[src/shared/bmtc_pkg.sv]
// bmtc_pkg: constants and types of the backup module transfer controller
// assumes a single 200 MHz clock and a classic wishbone register slave
package bmtc_pkg;
   // clock and lamp timing
   localparam int CLK_HZ = 200_000_000;
   localparam int SLOW_PERIOD_MS = 1000;
   localparam int FAST_PERIOD_MS = 500;
   localparam int SLOW_HALF_CYC = (CLK_HZ / 1000) * SLOW_PERIOD_MS / 2;
   localparam int FAST_HALF_CYC = (CLK_HZ / 1000) * FAST_PERIOD_MS / 2;
   localparam int SETTLE_CYC = 3;
   // register byte offsets
   localparam logic [4:0] REG_STATUS = 5'h00;
   localparam logic [4:0] REG_SWITCH = 5'h04;
   localparam logic [4:0] REG_MANCTL = 5'h08;
   localparam logic [4:0] REG_VCOUNT = 5'h0C;
   // manual control bits
   localparam int MC_GO = 0;
   localparam int MC_SAVE = 1;
   localparam int MC_BANK = 2;
   localparam int MC_PROG = 3;
   localparam int MC_COMB = 4;
   localparam logic [4:0] MANCTL_RST = 5'h00;
   // switch vector positions
   localparam int SW_LOAD = 0;
   localparam int SW_SAVE = 1;
   localparam int SW_MAN = 2;
   localparam int SW_PROG = 3;
   localparam int SW_TWE = 4;
   localparam int SW_MWE = 5;
   localparam int SW_BANK = 6;
   localparam int SW_COMB = 7;
   // error codes
   localparam logic [2:0] ERR_NONE = 3'h0;
   localparam logic [2:0] ERR_MODE = 3'h1;
   localparam logic [2:0] ERR_PROTECT = 3'h2;
   localparam logic [2:0] ERR_DATA = 3'h3;
   localparam logic [2:0] ERR_VERIFY = 3'h4;
   // transfer areas
   localparam logic [1:0] AREA_PROG = 2'h0;
   localparam logic [1:0] AREA_SCREEN = 2'h1;
   localparam logic [1:0] AREA_MEMSW = 2'h2;
   // controller states
   typedef enum logic [2:0] {
      ST_CAPTURE, ST_IDLE, ST_PREP, ST_XMIT, ST_VERIFY, ST_DONE, ST_ERROR
   } bmtc_state_t;
endpackage

[src/shared/bmtc_stream_if.sv]
// bmtc_stream_if: valid/ready word stream between the controller and its fifo
// assumes both ends on the same clock
`timescale 1ns/1ps
interface bmtc_stream_if #(parameter int W = 32);
   logic valid;
   logic ready;
   logic [W-1:0] data;
   modport src (output valid, output data, input ready);
   modport snk (input valid, input data, output ready);
endinterface

[src/hw/bmtc_fifo.sv]
// bmtc_fifo: synchronous fifo, width and depth by parameter
// assumes one clock, synchronous active high reset
`timescale 1ns/1ps
module bmtc_fifo #(
   parameter int W = 32,
   parameter int DEPTH = 16
) (
   // clock and reset
   input wire logic clk_i,
   input wire logic rst_i,
   // fill and drain sides
   bmtc_stream_if.snk wr,
   bmtc_stream_if.src rd
);
   localparam int AW = $clog2(DEPTH);
   logic [W-1:0] mem_q [DEPTH];
   logic [AW-1:0] wp_q, wp_d, rp_q, rp_d;
   logic [AW:0] cnt_q, cnt_d;
   logic push, pop;

   // handshakes and honest full/empty
   assign wr.ready = (cnt_q != (AW+1)'(DEPTH));
   assign rd.valid = (cnt_q != '0);
   assign rd.data = mem_q[rp_q];
   assign push = wr.valid && wr.ready;
   assign pop = rd.valid && rd.ready;

   // pointer and count update
   always_comb
   begin
      wp_d = push ? ((wp_q == AW'(DEPTH-1)) ? '0 : wp_q + 1'b1) : wp_q;
      rp_d = pop ? ((rp_q == AW'(DEPTH-1)) ? '0 : rp_q + 1'b1) : rp_q;
      cnt_d = cnt_q + (AW+1)'(push) - (AW+1)'(pop);
   end

   // registers and storage
   always_ff @(posedge clk_i)
   begin
      if (rst_i)
      begin
         wp_q <= '0;
         rp_q <= '0;
         cnt_q <= '0;
      end
      else
      begin
         wp_q <= wp_d;
         rp_q <= rp_d;
         cnt_q <= cnt_d;
      end
      if (push)
         mem_q[wp_q] <= wr.data;
   end

   // a full fifo refuses data
   property p_full_refuses;
      @(posedge clk_i) disable iff (rst_i)
      (cnt_q == (AW+1)'(DEPTH)) |-> !wr.ready;
   endproperty
   a_full_refuses: assert property (p_full_refuses) else $error("fifo full but ready");
endmodule

[src/hw/bmtc_top.sv]
// bmtc_top: startup transfer controller between terminal and backup module
// assumes switch, presence and bank tag pins are asynchronous; streams and
// readback come from logic on clk_i; registers on classic wishbone
//
// Chosen here: the Wishbone interface to the registers and the address map.
`timescale 1ns/1ps
// Behaviour
// - switches sampled once at startup, held
// - three mode switches: load, save, manual
// - not exactly one mode: mode error
// - data type switch: screen off, program on
// - two protect switches gate destination writes
// - protected destination gives protect error
// - bank switch picks bank zero or one
// - combined switch moves program and screen together
// - wrong data type into area: data error
// - writing a bank leaves other untouched
// - save ignores terminal configuration state
// - module mounted blocks normal operation
// - memory switch settings travel with screen
// - combined save: program bank zero, screen one; combined load follows the bank tags
// - combined load needs exactly one program bank
// - lamp slow preparing, fast transferring, lit done
module bmtc_top #(
   parameter int W = 32,
   parameter int XFER_WORDS = 256,
   parameter int FIFO_DEPTH = 16,
   parameter int SLOW_HALF = bmtc_pkg::SLOW_HALF_CYC,
   parameter int FAST_HALF = bmtc_pkg::FAST_HALF_CYC
) (
   // clock and reset
   input wire logic clk_i,
   input wire logic rst_i,
   // module switches and presence pins
   input wire logic auto_load_to_terminal_sw_i,
   input wire logic auto_save_to_module_sw_i,
   input wire logic manual_transfer_sw_i,
   input wire logic data_type_sel_sw_i,
   input wire logic terminal_write_enable_sw_i,
   input wire logic module_write_enable_sw_i,
   input wire logic bank_select_sw_i,
   input wire logic combined_transfer_sw_i,
   input wire logic module_present_i,
   input wire logic [1:0] bank_has_prog_i,
   // wishbone slave
   input wire logic wb_cyc_i,
   input wire logic wb_stb_i,
   input wire logic wb_we_i,
   input wire logic [4:0] wb_adr_i,
   input wire logic [3:0] wb_sel_i,
   input wire logic [31:0] wb_dat_i,
   output logic [31:0] wb_dat_o,
   output logic wb_ack_o,
   // transfer descriptor
   output logic xfer_save_o,
   output logic [1:0] xfer_area_o,
   output logic xfer_bank_o,
   // source stream
   input wire logic src_valid_i,
   input wire logic [W-1:0] src_data_i,
   output logic src_ready_o,
   // destination stream
   output logic dst_valid_o,
   output logic [W-1:0] dst_data_o,
   input wire logic dst_ready_i,
   // destination readback
   input wire logic rb_valid_i,
   input wire logic [W-1:0] rb_data_i,
   output logic rb_ready_o,
   // operator outputs
   output logic run_lamp_o,
   output logic buzzer_o,
   output logic run_allowed_o
);
   localparam int CW = $clog2(XFER_WORDS + 1);
   bmtc_pkg::bmtc_state_t st_q, st_d;
   logic [10:0] s1_q, s2_q;
   logic [7:0] cfg_q, cfg_d;
   logic present_q, present_d;
   logic [1:0] set_q, set_d;
   logic [2:0] err_q, err_d;
   logic save_q, save_d, pbank_q, pbank_d, sbank_q, sbank_d;
   logic [1:0] base_q, base_d, idx_q, idx_d;
   logic [CW-1:0] scnt_q, scnt_d, dcnt_q, dcnt_d, vcnt_q, vcnt_d;
   logic [W-1:0] xsum_q, xsum_d, vsum_q, vsum_d;
   logic [4:0] man_q, man_d;
   logic go_q, go_d, ack_q, ack_d;
   logic [31:0] rdat_q, rdat_d, lcnt_q, lcnt_d;
   logic lamp_q, lamp_d;
   logic e_save, e_prog, e_bank, e_comb, mode_ok, prot_ok, data_ok;
   logic src_fire, dst_fire, rb_fire, wb_req;
   logic [1:0] area;
   logic [31:0] half;
   bmtc_stream_if #(.W(W)) in_if ();
   bmtc_stream_if #(.W(W)) out_if ();

   // two-flop synchronisers for the pins
   always_ff @(posedge clk_i)
   begin
      s1_q <= {bank_has_prog_i, module_present_i, combined_transfer_sw_i, bank_select_sw_i,
               module_write_enable_sw_i, terminal_write_enable_sw_i, data_type_sel_sw_i,
               manual_transfer_sw_i, auto_save_to_module_sw_i, auto_load_to_terminal_sw_i};
      s2_q <= s1_q;
   end

   // effective transfer settings, switches or touch panel
   always_comb
   begin
      mode_ok = $onehot(cfg_q[2:0]);
      if (cfg_q[bmtc_pkg::SW_MAN])
      begin
         e_save = man_q[bmtc_pkg::MC_SAVE];
         e_prog = man_q[bmtc_pkg::MC_PROG];
         e_bank = man_q[bmtc_pkg::MC_BANK];
         e_comb = man_q[bmtc_pkg::MC_COMB];
      end
      else
      begin
         e_save = cfg_q[bmtc_pkg::SW_SAVE];
         e_prog = cfg_q[bmtc_pkg::SW_PROG];
         e_bank = cfg_q[bmtc_pkg::SW_BANK];
         e_comb = cfg_q[bmtc_pkg::SW_COMB];
      end
      prot_ok = e_save ? cfg_q[bmtc_pkg::SW_MWE] : cfg_q[bmtc_pkg::SW_TWE];
      if (e_save)
         data_ok = 1'b1;
      else if (e_comb)
         data_ok = ^s2_q[10:9];
      else
         data_ok = (s2_q[9 + e_bank] == e_prog);
   end

   // segment descriptor: program, screen, memory switch settings
   assign area = base_q + idx_q;
   assign xfer_area_o = area;
   assign xfer_save_o = save_q;
   assign xfer_bank_o = (area == bmtc_pkg::AREA_PROG) ? pbank_q : sbank_q;
   // streams, only open while transmitting or verifying
   assign in_if.valid = src_valid_i && (st_q == bmtc_pkg::ST_XMIT) && (scnt_q < CW'(XFER_WORDS));
   assign in_if.data = src_data_i;
   assign src_ready_o = in_if.ready && (st_q == bmtc_pkg::ST_XMIT) && (scnt_q < CW'(XFER_WORDS));
   assign dst_valid_o = out_if.valid && (st_q == bmtc_pkg::ST_XMIT);
   assign dst_data_o = out_if.data;
   assign out_if.ready = dst_ready_i && (st_q == bmtc_pkg::ST_XMIT);
   assign rb_ready_o = (st_q == bmtc_pkg::ST_VERIFY);
   assign src_fire = in_if.valid && in_if.ready;
   assign dst_fire = dst_valid_o && dst_ready_i;
   assign rb_fire = rb_valid_i && rb_ready_o;
   assign buzzer_o = (st_q == bmtc_pkg::ST_ERROR);
   assign run_allowed_o = (st_q == bmtc_pkg::ST_IDLE) && !present_q;

   bmtc_fifo #(.W(W), .DEPTH(FIFO_DEPTH)) u_fifo (
      .clk_i(clk_i),
      .rst_i(rst_i),
      .wr(in_if),
      .rd(out_if)
   );

   // transfer sequencer next state
   always_comb
   begin
      st_d = st_q;
      cfg_d = cfg_q;
      present_d = present_q;
      set_d = set_q;
      err_d = err_q;
      save_d = save_q;
      pbank_d = pbank_q;
      sbank_d = sbank_q;
      base_d = base_q;
      idx_d = idx_q;
      scnt_d = src_fire ? scnt_q + 1'b1 : scnt_q;
      dcnt_d = dst_fire ? dcnt_q + 1'b1 : dcnt_q;
      xsum_d = src_fire ? xsum_q ^ src_data_i : xsum_q;
      vcnt_d = rb_fire ? vcnt_q + 1'b1 : vcnt_q;
      vsum_d = rb_fire ? vsum_q ^ rb_data_i : vsum_q;
      case (st_q)
         bmtc_pkg::ST_CAPTURE:
         begin
            set_d = set_q + 1'b1;
            if (set_q == 2'(bmtc_pkg::SETTLE_CYC - 1))
            begin
               cfg_d = s2_q[7:0];
               present_d = s2_q[8];
               st_d = (s2_q[8] && !s2_q[bmtc_pkg::SW_MAN]) ? bmtc_pkg::ST_PREP : bmtc_pkg::ST_IDLE;
            end
         end
         bmtc_pkg::ST_IDLE:
            if (present_q && go_q && cfg_q[bmtc_pkg::SW_MAN])
               st_d = bmtc_pkg::ST_PREP;
         bmtc_pkg::ST_PREP:
         begin
            save_d = e_save;
            base_d = (e_comb || e_prog) ? bmtc_pkg::AREA_PROG : bmtc_pkg::AREA_SCREEN;
            idx_d = '0;
            if (e_comb && e_save)
            begin
               pbank_d = 1'b0;
               sbank_d = 1'b1;
            end
            else if (e_comb)
            begin
               pbank_d = s2_q[10];
               sbank_d = !s2_q[10];
            end
            else
            begin
               pbank_d = e_bank;
               sbank_d = e_bank;
            end
            if (!mode_ok)
               err_d = bmtc_pkg::ERR_MODE;
            else if (!prot_ok)
               err_d = bmtc_pkg::ERR_PROTECT;
            else if (!data_ok)
               err_d = bmtc_pkg::ERR_DATA;
            st_d = (mode_ok && prot_ok && data_ok) ? bmtc_pkg::ST_XMIT : bmtc_pkg::ST_ERROR;
            scnt_d = '0;
            dcnt_d = '0;
            xsum_d = '0;
         end
         bmtc_pkg::ST_XMIT:
            if (dcnt_q == CW'(XFER_WORDS))
            begin
               st_d = bmtc_pkg::ST_VERIFY;
               vcnt_d = '0;
               vsum_d = '0;
            end
         bmtc_pkg::ST_VERIFY:
            if (vcnt_q == CW'(XFER_WORDS))
            begin
               scnt_d = '0;
               dcnt_d = '0;
               xsum_d = '0;
               if (vsum_q != xsum_q)
               begin
                  err_d = bmtc_pkg::ERR_VERIFY;
                  st_d = bmtc_pkg::ST_ERROR;
               end
               else if (area == bmtc_pkg::AREA_PROG && base_q == bmtc_pkg::AREA_PROG && !e_comb)
                  st_d = bmtc_pkg::ST_DONE;
               else if (area == bmtc_pkg::AREA_MEMSW)
                  st_d = bmtc_pkg::ST_DONE;
               else
               begin
                  idx_d = idx_q + 1'b1;
                  st_d = bmtc_pkg::ST_XMIT;
               end
            end
         bmtc_pkg::ST_DONE,
         bmtc_pkg::ST_ERROR:
            st_d = st_q;
         default:
            st_d = bmtc_pkg::ST_ERROR;
      endcase
   end

   // transfer sequencer registers
   always_ff @(posedge clk_i)
   begin
      if (rst_i)
      begin
         st_q <= bmtc_pkg::ST_CAPTURE;
         cfg_q <= '0;
         present_q <= 1'b0;
         set_q <= '0;
         err_q <= bmtc_pkg::ERR_NONE;
         save_q <= 1'b0;
         pbank_q <= 1'b0;
         sbank_q <= 1'b0;
         base_q <= bmtc_pkg::AREA_PROG;
         idx_q <= '0;
         scnt_q <= '0;
         dcnt_q <= '0;
         xsum_q <= '0;
         vcnt_q <= '0;
         vsum_q <= '0;
      end
      else
      begin
         st_q <= st_d;
         cfg_q <= cfg_d;
         present_q <= present_d;
         set_q <= set_d;
         err_q <= err_d;
         save_q <= save_d;
         pbank_q <= pbank_d;
         sbank_q <= sbank_d;
         base_q <= base_d;
         idx_q <= idx_d;
         scnt_q <= scnt_d;
         dcnt_q <= dcnt_d;
         xsum_q <= xsum_d;
         vcnt_q <= vcnt_d;
         vsum_q <= vsum_d;
      end
   end

   // run lamp: slow flash preparing, fast flash moving data or error
   always_comb
   begin
      half = (st_q == bmtc_pkg::ST_PREP) ? 32'(SLOW_HALF) : 32'(FAST_HALF);
      lcnt_d = (lcnt_q >= half - 32'h1) ? 32'h0 : lcnt_q + 32'h1;
      lamp_d = (lcnt_q >= half - 32'h1) ? !lamp_q : lamp_q;
      case (st_q)
         bmtc_pkg::ST_PREP, bmtc_pkg::ST_XMIT, bmtc_pkg::ST_VERIFY, bmtc_pkg::ST_ERROR:
            run_lamp_o = lamp_q;
         bmtc_pkg::ST_DONE:
            run_lamp_o = 1'b1;
         default:
            run_lamp_o = cfg_q[bmtc_pkg::SW_MAN] && present_q;
      endcase
   end

   always_ff @(posedge clk_i)
   begin
      if (rst_i)
      begin
         lcnt_q <= '0;
         lamp_q <= 1'b0;
      end
      else
      begin
         lcnt_q <= lcnt_d;
         lamp_q <= lamp_d;
      end
   end

   // wishbone slave, ack one cycle after the request
   assign wb_req = wb_cyc_i && wb_stb_i && !ack_q;
   assign wb_ack_o = ack_q;
   assign wb_dat_o = rdat_q;
   always_comb
   begin
      ack_d = wb_req;
      man_d = man_q;
      go_d = 1'b0;
      rdat_d = 32'h0;
      if (wb_req && wb_we_i && wb_sel_i[0] && wb_adr_i == bmtc_pkg::REG_MANCTL)
      begin
         man_d = {wb_dat_i[4:1], 1'b0};
         go_d = wb_dat_i[bmtc_pkg::MC_GO];
      end
      if (wb_req && !wb_we_i)
         case (wb_adr_i)
            bmtc_pkg::REG_STATUS:
               rdat_d = {19'h0, present_q, 2'h0, idx_q, 1'b0, err_q, 1'b0, st_q};
            bmtc_pkg::REG_SWITCH:
               rdat_d = {21'h0, s2_q};
            bmtc_pkg::REG_MANCTL:
               rdat_d = {27'h0, man_q};
            bmtc_pkg::REG_VCOUNT:
               rdat_d = 32'(vcnt_q);
            default:
               rdat_d = 32'h0;
         endcase
   end

   always_ff @(posedge clk_i)
   begin
      if (rst_i)
      begin
         ack_q <= 1'b0;
         man_q <= bmtc_pkg::MANCTL_RST;
         go_q <= 1'b0;
         rdat_q <= '0;
      end
      else
      begin
         ack_q <= ack_d;
         man_q <= man_d;
         go_q <= go_d;
         rdat_q <= rdat_d;
      end
   end

   // configuration never changes after capture
   property p_cfg_held;
      @(posedge clk_i) disable iff (rst_i)
      (st_q != bmtc_pkg::ST_CAPTURE) && ($past(st_q) != bmtc_pkg::ST_CAPTURE) |-> $stable(cfg_q);
   endproperty
   a_cfg_held: assert property (p_cfg_held) else $error("config changed");
   // bad mode selection ends in a mode error
   property p_mode_err;
      @(posedge clk_i) disable iff (rst_i)
      (st_q == bmtc_pkg::ST_PREP) && !$onehot(cfg_q[2:0]) |=>
         (st_q == bmtc_pkg::ST_ERROR) && (err_q == bmtc_pkg::ERR_MODE);
   endproperty
   a_mode_err: assert property (p_mode_err) else $error("no mode error");
   // protected destination ends in a protect error
   property p_prot_err;
      @(posedge clk_i) disable iff (rst_i)
      (st_q == bmtc_pkg::ST_PREP) && $onehot(cfg_q[2:0]) && !prot_ok |=> err_q == bmtc_pkg::ERR_PROTECT;
   endproperty
   a_prot_err: assert property (p_prot_err) else $error("no protect error");
   // wrong data type ends in a data error
   property p_data_err;
      @(posedge clk_i) disable iff (rst_i)
      (st_q == bmtc_pkg::ST_PREP) && mode_ok && prot_ok && !data_ok |=> err_q == bmtc_pkg::ERR_DATA;
   endproperty
   a_data_err: assert property (p_data_err) else $error("no data error");
   // error state holds and never writes
   property p_err_hold;
      @(posedge clk_i) disable iff (rst_i)
      st_q == bmtc_pkg::ST_ERROR |=> (st_q == bmtc_pkg::ST_ERROR) && !dst_valid_o && $stable(err_q);
   endproperty
   a_err_hold: assert property (p_err_hold) else $error("error not held");
   // verify only follows transmit
   property p_order;
      @(posedge clk_i) disable iff (rst_i)
      $rose(st_q == bmtc_pkg::ST_VERIFY) |-> $past(st_q) == bmtc_pkg::ST_XMIT;
   endproperty
   a_order: assert property (p_order) else $error("verify out of order");
   // combined save puts program in bank zero
   property p_comb_bank;
      @(posedge clk_i) disable iff (rst_i)
      (st_q == bmtc_pkg::ST_XMIT) && save_q && e_comb && area == bmtc_pkg::AREA_PROG |-> !xfer_bank_o;
   endproperty
   a_comb_bank: assert property (p_comb_bank) else $error("program not in bank 0");
   // finished lamp steady on, no run while mounted
   property p_done_lamp;
      @(posedge clk_i) disable iff (rst_i)
      st_q == bmtc_pkg::ST_DONE |-> run_lamp_o && !run_allowed_o;
   endproperty
   a_done_lamp: assert property (p_done_lamp) else $error("done lamp wrong");
endmodule

[config.mk]
export PLATFORM = sky130hd
export DESIGN_NAME = bmtc_top
export DESIGN_NICKNAME = d
export VERILOG_FILES = /design/src/shared/bmtc_pkg.sv /design/src/shared/bmtc_stream_if.sv /design/src/hw/bmtc_fifo.sv /design/src/hw/bmtc_top.sv
export SDC_FILE = /design/constraint.sdc
export NUM_CORES = 1
export LEC_CHECK = 0
export BUFFER_PORTS_ARGS = -buffer_cell sky130_fd_sc_hd__buf_4
export CAP_MARGIN = 20
export CELL_PAD_IN_SITES_DETAIL_PLACEMENT = 2
export CELL_PAD_IN_SITES_GLOBAL_PLACEMENT = 2
export CORE_MARGIN = 2
export CORE_UTILIZATION = 30
export CTS_CLUSTER_SIZE = 24
export DETAILED_ROUTE_END_ITERATION = 12
export GPL_TIMING_DRIVEN = 0
export PLACE_DENSITY = 0.62
export SETUP_SLACK_MARGIN = 0.5
export SLEW_MARGIN = 20
export SYNTH_ARGS = -nofsm -noshare
export SYNTH_HDL_FRONTEND = slang
export SYNTH_SLANG_ARGS = --single-unit
[constraint.sdc]
create_clock -name clk_i -period 9.36 [get_ports clk_i]
set_input_delay 1.404 -clock clk_i [delete_from_list [all_inputs] [get_ports clk_i]]
set_output_delay 1.404 -clock clk_i [all_outputs]
set_load 0.01 [all_outputs]
==> out/results.env <==
RUN_STATUS='complete, no violations'
DP_HPWL_UM=58400
CTSROOTBUFFERMASTER='sky130_fd_sc_hd__clkbuf_16'
FINAL_CELL_MIX='sky130_fd_sc_hd__edfxtp_1, sky130_fd_sc_hd__dfxtp_1, sky130_fd_sc_hd__buf_4'
YOSYS.AREA.TOP_TYPE='sky130_fd_sc_hd__edfxtp_1'
TOTAL_WIRE_LENGTH_AFTER_DETAILED_ROUTING_UM=84600
WORST_SKEW_PAIR.LATE_LATENCY_PS=650
DIE-HEIGHT_UM=310
LAYOUT.NETS=2159
YS_SEQ_AREA_FRAC=0.691
WORST_PATH_MAX_DELAY_CELL='sky130_fd_sc_hd__clkbuf_1'
IR_DROP_uV=124
DRT_FIRST_PASS_ITERS=4
ROUTEDWLPERCELL_UM=25.4
TRITONCTS_NUM_SINKS=716
MINIMUM_CLOCK_PERIOD_AFTER_LAYOUT_PS=5070
SETUP_VIOL_COUNT_FINAL=0
POWER_REPORT.INTERNAL_TOTAL_mW=5.60
FINAL-MAX-SLEW-VIOLATION-COUNT=0
POST_CTS_SIZING=0
POST_ROUTE_CELLS_DRIVE_ABOVE_1_SHARE=0.263
P_SW_mW=1.69
FMAX_GHz=0.197
GLOBALROUTEOVERFLOWTOTAL=0
CRITPATHMAXFANOUT=10
POST_SYNTH_MAIN_AREA_CONTRIBUTORS='sky130_fd_sc_hd__edfxtp_1, sky130_fd_sc_hd__dfxtp_1, sky130_fd_sc_hd__mux4_2'
FP.DIEAREA_UM2=96300
POWER-PER-CELL-AREA_nW_PER_UM2=212
FINAL_AREA_UM2=34500
LAYOUT_WORST_PATH_CYCLE_SHARE=0.542
MAX_CAP_VIOL_COUNT=0
FLOORPLAN.INITIALDENSITY=0.302
CLOCK_TREE.HTREE_LEVEL_COUNT=3
SYN_AVG_CELL_AREA_UM2=16.4
IO_PINS=199
GRT_ANTENNA_BEFORE_REPAIR=17
ROW_COUNT=112
POWER.COMBINATIONAL.FRACTION=0.068
YOSYSWARNINGS=0
PORT_BUFFERS=145
GRT_START_MAX_NET_PINS=18
WORSTMARGINPINSLEW_PS=1030
GRT_USE_TOTAL=0.178
VIA_COUNT_OF_THE_FIRST_GLOBAL_ROUTING_PASS=18000
SYNTHFLOPTYPE='sky130_fd_sc_hd__edfxtp_1'
NUMCTSBUFFERS=80
END_KIND='primary output'
CRITICAL_PATH_CLASS='reg -> out'
CTS_HOLD_BUF=0
REPORT.FINAL.HOLD_VIOL_COUNT=0
TIMING.HOLD.WORST.CLASS='reg -> reg'
WORSTPATHBUFFERINVERTERCOUNT=3
SEQ_POWER_SHARE=0.476
FRACTION_OF_POST_SYNTHESIS_CELL_AREA_IN_THE_TOP_CELL_TYPE_BY_AREA=0.546
CLOCK_TREE.BUFFER_DEPTH=3
NETLIST_AREA_UM2=28200
AVGVIACOUNTPERCELL=4.80
YOSYS_REGISTER_BITS=716
PLACE_CONGESTION=0.751
DATA_ARRIVAL_TIME_OF_THE_WORST_PATH_PS=3670
TYPE_OF_ELEMENT_LAUNCHING_THE_CRITICAL_PATH='register'
SYNTH_ASYNC_SR_FLOP_SHARE=0
POWER_mW=7.30
POWER.SWITCHING_FRACTION=0.232
COUNT_OF_FLIP_FLOPS_WITH_A_BUILT_IN_ENABLE_AFTER_SYNTHESIS=512
AREAGROWTHSYNTHTOFINISH_PCT=22.5
POSTPLACECELLAREA_UM2=31700
MOST_COMMON_CELL_AFTER_LAYOUT_FILL_AND_TAPS_ASIDE='sky130_fd_sc_hd__edfxtp_1'
CELLLEAKAGEPOWER_nW=11.3
TIMING.SETUP.TNS_PS=0
SLEW-LIMIT-HEADROOM=0.312
FLOORPLAN.DIE.WIDTH_UM=310
CRITICAL_PATH.MAX_STAGE_DELAY_PS=750
WORST_HOLD_SLACK_PS=325
CRITICAL-PATH-TOP-DELAY-FAMILY='buffers and inverters'
FINALCLOCKSKEW_PS=33.3
TIMING.CRITICAL_PATH.CELLS='clkbuf_1 -> clkbuf_1 -> mux4_2 -> mux4_2 -> buf_4'
COREAREA_UM2=93200
DETAIL_ROUTE.DRC_VIOLATIONS=0
REQUIRED_PS=7960
VIAS=16000
TRITONCTS='yes'
COUNT_OF_NETS_LEFT_WITH_ANTENNA_VIOLATIONS_AFTER_DETAIL_ROUTING=0
UNREPAIRED_SETUP_ENDPOINTS_AFTER_GLOBAL_ROUTING='no'
GRT_FIRST_PASS_WIRELENGTH_UM=124000
POSTSYNTHCELLCOUNT=1718
POST_SYNTH_NUM_CELL_TYPES=66
POST-CTS-SETUP-BUFFERS=0
DRT_ITER0_MARKERS=998
FINALCOREUTILIZATION=0.370
CLOCK_POWER_SHARE=0.457
CLK_PIN_SLEW_PS=60
[final cells by class]
cell class,instances,area [um2]
antenna,1,2.50
buffer,96,497
clock buffer,100,2160
clock inverter,46,616
fill,9217,58700
inverter,28,105
multi-input combinational,901,8300
sequential,716,19500
tap,1254,1570
timing repair buffer,185,1770
[flip-flops by register name, indices dropped and copies added, names as in the netlist, 4 cells and up, named ones only]
signal	cells
s1_q	11
xsum_q	32
u_fifo.rp_q	4
u_fifo.mem_q	512
man_q	4
scnt_q	9
wb_dat_o	12
vcnt_q	9
lcnt_q	32
s2_q	11
u_fifo.wp_q	4
dcnt_q	9
cfg_q	8
vsum_q	32
u_fifo.cnt_q	5
[logic make-up (layout without fill, tap and decap cells)]
kind of cell	Yosys count	after routing	share of synthesized area
AO/OA/AOI/OAI	89	89	0.0204
buffers and inverters	124	455	0.0212
AND/OR/NAND/NOR	425	425	0.0689
flip-flops	716	716	0.691
XOR/XNOR	153	153	0.0476
multiplexers	183	183	0.138
adder cells (fa/ha/maj)	27	27	0.0125
other	1	25	0.000133
[cell usage after synthesis (3+ instances only)]
| master | instances |
|---|---|
| sky130_fd_sc_hd__nor2b_1 | 7 |
| sky130_fd_sc_hd__clkbuf_1 | 37 |
| sky130_fd_sc_hd__xor2_1 | 104 |
| sky130_fd_sc_hd__buf_6 | 4 |
| sky130_fd_sc_hd__a211oi_1 | 5 |
| sky130_fd_sc_hd__nor4_2 | 3 |
| sky130_fd_sc_hd__xnor2_1 | 49 |
| sky130_fd_sc_hd__or3_1 | 10 |
| sky130_fd_sc_hd__a31oi_1 | 12 |
| sky130_fd_sc_hd__nand3_1 | 15 |
| sky130_fd_sc_hd__nand3b_1 | 4 |
| sky130_fd_sc_hd__edfxtp_1 | 512 |
| sky130_fd_sc_hd__and4_1 | 4 |
| sky130_fd_sc_hd__dfxtp_1 | 204 |
| sky130_fd_sc_hd__nand2b_1 | 8 |
| sky130_fd_sc_hd__mux2_2 | 3 |
| sky130_fd_sc_hd__buf_4 | 20 |
| sky130_fd_sc_hd__a21o_1 | 3 |
| sky130_fd_sc_hd__ha_1 | 25 |
| sky130_fd_sc_hd__nand4_1 | 22 |
| sky130_fd_sc_hd__nor3b_1 | 3 |
| sky130_fd_sc_hd__and3_1 | 11 |
| sky130_fd_sc_hd__mux2i_1 | 15 |
| sky130_fd_sc_hd__o21ai_0 | 12 |
| sky130_fd_sc_hd__nand2_1 | 122 |
| sky130_fd_sc_hd__a21oi_1 | 34 |
| sky130_fd_sc_hd__buf_2 | 21 |
| sky130_fd_sc_hd__nor4b_1 | 3 |
| sky130_fd_sc_hd__nor2_1 | 181 |
| sky130_fd_sc_hd__nor3_1 | 11 |
| sky130_fd_sc_hd__inv_1 | 27 |
| sky130_fd_sc_hd__or4_1 | 6 |
| sky130_fd_sc_hd__buf_1 | 14 |
| sky130_fd_sc_hd__mux4_2 | 163 |
| sky130_fd_sc_hd__and2_1 | 5 |
[per-stage QoR]
stage / std cells / setup slack (ps)
6_report: 3327 / 4290
5_1_grt: 3326 / 4200
4_1_cts: 3326 / 4290
3_5_place_dp: 3180 / 4610
3_3_place_gp: 3140 / 635
2_1_floorplan: 1741 / 4430
[per-layer routing]
layer / global-route usage / vias to the layer above / part of all wire
met5: 0 / - / 0.0023
li1: - / 7030 / -
met3: 0.0440 / 162 / 0.056
met1: 0.217 / 8356 / 0.41
met4: 0.0562 / 32 / 0.028
met2: 0.310 / 379 / 0.50
[final timing paths]
check / from / endpoint / slack [ps] / cells after the start
setup reg to reg: u_fifo.cnt_q[2] / u_fifo.mem_q[0][24] / 5330 / 11
hold reg to reg: s1_q[4] / s2_q[4] / 320 / 0
hold / removal: s1_q[4] / s2_q[4] / 320 / 0
setup / recovery: register / dst_data_o[30] / 4290 / 5
[power groups by stage]
stage / combinational [mW] / clock [mW] / sequential (mW)
global route: 0.549 / 3.51 / 3.47
detailed placement: 0.500 / 0 / 3.54
finish: 0.494 / 3.33 / 3.47
CTS: 0.505 / 3.41 / 3.47
global placement: 0.477 / 0 / 3.54
floorplan: 0.285 / 0 / 3.53
No activity file was read; power rests on OpenSTA's default activity.
